`config.mk`:
```
export PLATFORM = sky130hd
export DESIGN_NAME = hbs_sequencer
export DESIGN_NICKNAME = d
export VERILOG_FILES = /design/src/hbs_pkg.sv /design/src/hbs_ms_timer.sv /design/src/hbs_sequencer.sv
export SDC_FILE = /design/constraint.sdc
export NUM_CORES = 1
export LEC_CHECK = 0
export ABC_AREA = 0
export BUFFER_PORTS_ARGS = -buffer_cell sky130_fd_sc_hd__buf_2
export CAP_MARGIN = 5
export CORE_MARGIN = 1
export CORE_UTILIZATION = 35
export CTS_CLUSTER_DIAMETER = 60
export CTS_CLUSTER_SIZE = 10
export DETAILED_ROUTE_END_ITERATION = 12
export PLACE_DENSITY = 0.5
export SETUP_SLACK_MARGIN = 0.5
export SYNTH_ARGS = -nofsm -noshare
export SYNTH_HDL_FRONTEND = slang
export SYNTH_HIERARCHICAL = 1
export SYNTH_SLANG_ARGS = --single-unit
```
`constraint.sdc`:
```
create_clock -name clk -period 5.1 [get_ports clk]
set_input_delay 0.765 -clock clk [delete_from_list [all_inputs] [get_ports clk]]
set_output_delay 0.765 -clock clk [all_outputs]
set_load 0.05 [all_outputs]
```
`src/hbs_pkg.sv`:
```
// Purpose: constants for the holding brake sequencer
// Assumes: 40 MHz control clock
// Notes: register offsets are parameter addresses
package hbs_pkg;
	localparam logic [15:0] HBS_RELEASE_DELAY_OFS = 16'h050e;
	localparam logic [15:0] HBS_APPLY_DELAY_OFS = 16'h0510;
	localparam logic [15:0] HBS_RELEASE_DELAY_RST = 16'h0000;
	localparam logic [15:0] HBS_APPLY_DELAY_RST = 16'h0000;
	localparam logic [15:0] HBS_DELAY_MAX_MS = 16'h03e8;
	localparam int HBS_CLK_HZ = 40000000;
	localparam int HBS_TICK_MS = 1;
	localparam int HBS_TICK_CYCLES = HBS_CLK_HZ / 1000 * HBS_TICK_MS;
	localparam logic [15:0] HBS_TICK_LAST = 16'(HBS_TICK_CYCLES - 1);
	localparam logic [1:0] HBS_OUTSEL_ACTIVE = 2'h0;
endpackage : hbs_pkg

```
`src/hbs_ms_timer.sv`:
```
// Purpose: millisecond delay timer
// Assumes: start is a one-cycle pulse
// Notes: zero length gives done in the start cycle
module hbs_ms_timer
	import hbs_pkg::*;
(
	input wire logic clk,
	input wire logic rst_b,
	input wire logic start,
	input wire logic abort,
	input wire logic [15:0] length_ms,
	output logic busy,
	output logic done
);
	logic busy_reg, busy_next;
	logic [15:0] tick_reg, tick_next;
	logic [15:0] ms_reg, ms_next;

	always_comb begin
		busy_next = busy_reg;
		tick_next = tick_reg;
		ms_next = ms_reg;
		done = 1'b0;
		if (abort) begin
			busy_next = 1'b0;
		end else if (start) begin
			tick_next = 16'h0000;
			ms_next = length_ms;
			busy_next = (length_ms != 16'h0000);
			done = (length_ms == 16'h0000);
		end else if (busy_reg) begin
			if (tick_reg == HBS_TICK_LAST) begin
				tick_next = 16'h0000;
				ms_next = ms_reg - 16'h0001;
				if (ms_reg == 16'h0001) begin
					busy_next = 1'b0;
					done = 1'b1;
				end
			end else begin
				tick_next = tick_reg + 16'h0001;
			end
		end
	end

	always_ff @(posedge clk or negedge rst_b) begin
		if (!rst_b) begin
			busy_reg <= 1'b0;
			tick_reg <= 16'h0000;
			ms_reg <= 16'h0000;
		end else begin
			busy_reg <= busy_next;
			tick_reg <= tick_next;
			ms_reg <= ms_next;
		end
	end

	assign busy = busy_reg;
endmodule : hbs_ms_timer

```
`src/hbs_sequencer.sv`:
```
// Purpose: holding brake sequencing around power amplifier enable/disable
// Assumes: amplifier requests and legacy strap come from pins
// Notes: delays in ms, range 0 to 1000
// Behaviour
// - brake command on configured signal output
// - old firmware uses drive-active output directly
// - on enable release brake, hold motion
// - release delay 16-bit ms, 0..1000
// - disable always commands brake engage
// - keep current for apply delay
// - apply delay 16-bit ms, 0..1000
// - power removal skips apply delay
module hbs_sequencer
	import hbs_pkg::*;
(
	input wire logic clk,
	input wire logic rst_b,
	input wire logic amp_enable_req,
	input wire logic power_removal_b,
	input wire logic legacy_firmware,
	input wire logic [1:0] brake_output_select,
	input wire logic reg_write,
	input wire logic [15:0] reg_addr,
	input wire logic [15:0] reg_wdata,
	output logic [15:0] reg_rdata,
	output logic reg_error,
	output logic drive_active_output,
	output logic [2:0] signal_outputs,
	output logic motor_current_on,
	output logic motion_enable
);
	typedef enum logic [1:0] {HBS_OFF, HBS_RELEASING, HBS_RUN, HBS_APPLYING} hbs_state_e;

	// ----------------------------------------
	// Pin synchronisers
	// ----------------------------------------
	logic [2:0] sync1_reg, sync2_reg;
	always_ff @(posedge clk or negedge rst_b) begin
		if (!rst_b) begin
			sync1_reg <= 3'h2;
			sync2_reg <= 3'h2;
		end else begin
			sync1_reg <= {legacy_firmware, power_removal_b, amp_enable_req};
			sync2_reg <= sync1_reg;
		end
	end
	logic enable_s, safe_ok_s, legacy_s;
	assign enable_s = sync2_reg[0];
	assign safe_ok_s = sync2_reg[1];
	assign legacy_s = sync2_reg[2];

	// ----------------------------------------
	// Delay registers
	// ----------------------------------------
	logic [15:0] release_delay_reg, release_delay_next;
	logic [15:0] apply_delay_reg, apply_delay_next;
	logic reg_error_reg, reg_error_next;
	logic [15:0] rdata_reg, rdata_next;

	always_comb begin
		release_delay_next = release_delay_reg;
		apply_delay_next = apply_delay_reg;
		reg_error_next = 1'b0;
		rdata_next = 16'h0000;
		unique case (reg_addr)
			HBS_RELEASE_DELAY_OFS: rdata_next = release_delay_reg;
			HBS_APPLY_DELAY_OFS: rdata_next = apply_delay_reg;
			default: rdata_next = 16'h0000;
		endcase
		if (reg_write) begin
			if (reg_wdata > HBS_DELAY_MAX_MS) begin
				reg_error_next = 1'b1;
			end else if (reg_addr == HBS_RELEASE_DELAY_OFS) begin
				release_delay_next = reg_wdata;
			end else if (reg_addr == HBS_APPLY_DELAY_OFS) begin
				apply_delay_next = reg_wdata;
			end else begin
				reg_error_next = 1'b1;
			end
		end
	end

	always_ff @(posedge clk or negedge rst_b) begin
		if (!rst_b) begin
			release_delay_reg <= HBS_RELEASE_DELAY_RST;
			apply_delay_reg <= HBS_APPLY_DELAY_RST;
			reg_error_reg <= 1'b0;
			rdata_reg <= 16'h0000;
		end else begin
			release_delay_reg <= release_delay_next;
			apply_delay_reg <= apply_delay_next;
			reg_error_reg <= reg_error_next;
			rdata_reg <= rdata_next;
		end
	end
	assign reg_rdata = rdata_reg;
	assign reg_error = reg_error_reg;

	// ----------------------------------------
	// Sequencer
	// ----------------------------------------
	hbs_state_e state_reg, state_next;
	logic tmr_start, tmr_abort, tmr_done;
	logic [15:0] tmr_len;
	logic release_cmd_reg, release_cmd_next;
	logic current_reg, current_next;
	logic motion_reg, motion_next;

	hbs_ms_timer u_timer (
		.clk(clk),
		.rst_b(rst_b),
		.start(tmr_start),
		.abort(tmr_abort),
		.length_ms(tmr_len),
		.busy(),
		.done(tmr_done)
	);

	always_comb begin
		state_next = state_reg;
		tmr_start = 1'b0;
		tmr_abort = 1'b0;
		tmr_len = release_delay_reg;
		release_cmd_next = release_cmd_reg;
		current_next = current_reg;
		motion_next = 1'b0;
		unique case (state_reg)
			HBS_OFF: begin
				current_next = 1'b0;
				release_cmd_next = 1'b0;
				if (enable_s && safe_ok_s) begin
					release_cmd_next = 1'b1;
					current_next = 1'b1;
					tmr_start = 1'b1;
					state_next = tmr_done ? HBS_RUN : HBS_RELEASING;
					motion_next = tmr_done;
				end
			end
			HBS_RELEASING: begin
				if (!safe_ok_s) begin
					tmr_abort = 1'b1;
					release_cmd_next = 1'b0;
					current_next = 1'b0;
					state_next = HBS_OFF;
				end else if (!enable_s) begin
					// Restart the timer with the apply delay; zero drops current at once
					release_cmd_next = 1'b0;
					tmr_len = apply_delay_reg;
					tmr_start = 1'b1;
					current_next = !tmr_done;
					state_next = tmr_done ? HBS_OFF : HBS_APPLYING;
				end else if (tmr_done) begin
					motion_next = 1'b1;
					state_next = HBS_RUN;
				end
			end
			HBS_RUN: begin
				motion_next = 1'b1;
				if (!safe_ok_s) begin
					release_cmd_next = 1'b0;
					current_next = 1'b0;
					motion_next = 1'b0;
					state_next = HBS_OFF;
				end else if (!enable_s) begin
					release_cmd_next = 1'b0;
					motion_next = 1'b0;
					tmr_len = apply_delay_reg;
					tmr_start = 1'b1;
					current_next = !tmr_done;
					state_next = tmr_done ? HBS_OFF : HBS_APPLYING;
				end
			end
			HBS_APPLYING: begin
				tmr_len = apply_delay_reg;
				if (!safe_ok_s) begin
					tmr_abort = 1'b1;
					current_next = 1'b0;
					state_next = HBS_OFF;
				end else if (tmr_done) begin
					current_next = 1'b0;
					state_next = HBS_OFF;
				end
			end
		endcase
	end

	always_ff @(posedge clk or negedge rst_b) begin
		if (!rst_b) begin
			state_reg <= HBS_OFF;
			release_cmd_reg <= 1'b0;
			current_reg <= 1'b0;
			motion_reg <= 1'b0;
		end else begin
			state_reg <= state_next;
			release_cmd_reg <= release_cmd_next;
			current_reg <= current_next;
			motion_reg <= motion_next;
		end
	end

	// ----------------------------------------
	// Output routing
	// ----------------------------------------
	logic drive_active_reg, drive_active_next;
	logic [2:0] outs_reg, outs_next;
	// Route next values so the brake output never lags the motion enable
	always_comb begin
		drive_active_next = release_cmd_next;
		outs_next = 3'h0;
		if (!legacy_s) begin
			for (int i = 0; i < 3; i++) begin
				if (brake_output_select == 2'(i + 1)) begin
					outs_next[i] = release_cmd_next;
				end
			end
			if (brake_output_select != HBS_OUTSEL_ACTIVE) begin
				drive_active_next = current_next;
			end
		end
	end
	always_ff @(posedge clk or negedge rst_b) begin
		if (!rst_b) begin
			drive_active_reg <= 1'b0;
			outs_reg <= 3'h0;
		end else begin
			drive_active_reg <= drive_active_next;
			outs_reg <= outs_next;
		end
	end
	assign drive_active_output = drive_active_reg;
	assign signal_outputs = outs_reg;
	assign motor_current_on = current_reg;
	assign motion_enable = motion_reg;
endmodule : hbs_sequencer

```
==> run_results.csv <==
group,metric,value,unit
routing,wire_per_inst,17.6,µm
critical_path,critPathMaxFanout,16,
pwr,total_power,0.00243,W
place,hpwlAfterDp,8650,µm
logic_synthesis,synth-edff-count,0,
pwr,p_per_area,427,mW/mm²
global_routing,gr-total-overflow,0,
die,die_w,120,µm
routing,route.antenna.remaining_nets,0,
final_layout,fill_cells,1310,
global_routing,grt_usage,18.3,%
final_layout,layout_commonest_cell,"dfrtp_1",
clocking,cts_tree,"done",
die,rows,42,
critical_path,crit_chain,"inv_1 -> ha_1 -> o21ai_0 -> nand2_1 -> a22o_1 -> nor4_1 -> nand4_1 -> nor4_1 -> a22o_1 -> nand2b_1 -> a21oi_1 -> o32a_1 -> mux2_2",
final_layout,layoutNonFillerInstCount,697,
logic_synthesis,ys_warn_count,6,
sta,period_needed,3620,ps
global_routing,grt_start_max_net_pins,68,
routing,wl,12300,µm
critical_path,cp.arrival,3850,ps
clocking,post_cts_buffers,0,
critical_path,critPathSlowestCell,"dfrtp_1",
die,core_area,0.0135,mm²
sta,setup_tns,0,ps
clocking,insertion_delay,350,ps
logic_synthesis,ys_types,64,
clocking,htreeDepth,3,
place,port_buffers,62,
final_layout,final_layout_size_suffix_gt1_share,22.3,%
sta,setup-violations-final,0,
die,pin_count,63,
place,dp_cells,681,
clocking,cts.repair.resized,0,
routing,drt_iter0_markers,263,
die,dieHeight,120,µm
sta,period_share,70.9,%
clocking,clockBufferDepth,2,
pwr,ir_drop,171,µV
die,die-area,0.0145,mm²
logic_synthesis,syn_nets,506,
die,initial_core_util,36.4,%
final_layout,synthToLayoutAreaGrowth,16.3,%
final_layout,num_antenna_cells,0,
clocking,holdBufCountCts,0,
critical_path,cpPeakStageDelay,390,ps
worst_hold_path,hold_path_class,"reg -> reg",
sta,worst_slew_pin_slew,975,ps
sta,fmax,277,MHz
place,gp_congestion,0.837,
logic_synthesis,synth_area,0.00490,mm²
place,dpl_cell_area,0.00539,mm²
clocking,clock-sinks,97,
logic_synthesis,async_flop_share,100,%
logic_synthesis,yosys_most_used_dff,"dfrtp_1",
sta,hold_viol,0,
logic_synthesis,syn-instance-count,458,
clocking,clkTransAtPathRegs,70,ps
routing,avgViaCountPerCell,5.59,
final_layout,final_cell_mix,"dfrtp_1, buf_2, a22o_1, nor2_1, nand2_1",
logic_synthesis,synth_top_area_share,48.5,%
global_routing,grt_antenna_before_repair,0,
logic_synthesis,synth_top_area_cell,"dfrtp_1",
sta,maxSlewHeadroom,34.8,%
logic_synthesis,synth_seq_area_share,49.6,%
logic_synthesis,synth_area_leaders,"dfrtp_1, a22o_1, mux2_2, nor2_1, ha_1",
sta,rsz0062_at_grt,"no",
routing,drc,0,
global_routing,grt_pass1_vias,3799,
logic_synthesis,synth-seq-cells,97,
final_layout,fin_area,0.00570,mm²
sta,clock_skew,8.98,ps
critical_path,worst-setup-path-type,"reg -> reg",
logic_synthesis,synth_area_per_cell,10.7,µm²
critical_path,crit_path_end_kind,"flip-flop",
outcome,status,"finished, final reports clean",
clocking,cts_root_buffer,"clkbuf_16",
pwr,leakage,2.59,nW
critical_path,cp_data_required_time,5340,ps
final_layout,fin_nets,564,
routing,dr.pass1.iters,7,
global_routing,grt_pass1_wl,20500,µm
critical_path,setup.worst_path.start_class,"flip-flop",
routing,vias,3898,
clocking,cts_made_buffers,9,
sta,maxSlewViolCount,0,
job,maxCapViolations,0,
==> power breakdown <==
group          leakage [nW]  internal [W]  switching, W
registers              1.30      0.000852      0.000100
clock network         0.153      0.000395      0.000296
logic                  1.14      0.000290      0.000497
==> metal layers <==
metal  wire length [µm]  vias up  GRT usage (%)
met5                  0        -              0
met2               5480      144           26.9
met4                138        0           5.86
met1               5980     1893           26.3
li1                   -     1848              -
met3                659       13           4.39
==> synth_stat cells, drive strengths merged, types with 6 or more instances <==
library cell   n
a21oi         14
a22o          33
clkbuf        18
dfrtp         95
ha             8
inv           14
mux2          23
nand2         25
nand3         12
nand4          8
nor2          31
nor2b         15
nor3          18
nor4          18
nor4b          9
o21ai         17
or3            8
or4            8
xnor2          6
==> worst max-delay path: cells and delay by family (launching register included) <==
kind | cells | cell delay [ps]
AO/OA/AOI/OAI | 5 | 1110
flip-flops | 1 | 390
AND/OR/NAND/NOR | 5 | 1250
adder cells (fa/ha/maj) | 1 | 370
buffers and inverters | 1 | 90
multiplexers | 1 | 280
==> area by class of cell <==
type	count	area (µm²)	area share (%)
Multi-Input combinational cell	325	2320	40.8
Tap cell	176	220	3.87
Clock inverter	6	66.3	1.16
Clock buffer	10	239	4.20
Timing Repair Buffer	69	365	6.41
Sequential cell	97	2430	42.7
Inverter	14	52.6	0.923
==> stage by stage <==
stage	hold WS, ps	utilization [%]	setup slack [ps]
after detailed placement	336	40.1	1510
final	351	42.3	1480
after floorplan	331	-	1780
after CTS	352	42.3	1480
after global routing	359	42.3	1060
after global placement	336	40.1	1600
==> final timing paths <==
check	from	to	slack, ps	cells after the start
worst min register to register	sync1_reg[2]	sync2_reg[2]	350	0
worst min-delay path	sync1_reg[2]	sync2_reg[2]	350	0
worst max register to register	state_reg[0]	state_reg[1]	1480	13
worst max-delay path	state_reg[0]	state_reg[1]	1480	13
min in group asynchronous	rst_b	signal_outputs[1]	520	1
max in group asynchronous	rst_b	release_delay_reg[8]	3640	2
==> kinds of logic (layout without fill, tap and decap cells) <==
| logic type | after synthesis | after routing | synth area share [%] |
|---|---|---|---|
| flops | 97 | 97 | 49.6 |
| simple gates | 178 | 178 | 21.9 |
| xor+xnor | 7 | 7 | 1.25 |
| compound gates | 105 | 105 | 16.0 |
| fa+ha+maj | 8 | 8 | 2.04 |
| mux | 27 | 27 | 6.10 |
| buf+inv | 36 | 99 | 3.09 |
No activity file was read; power rests on OpenSTA's default activity.
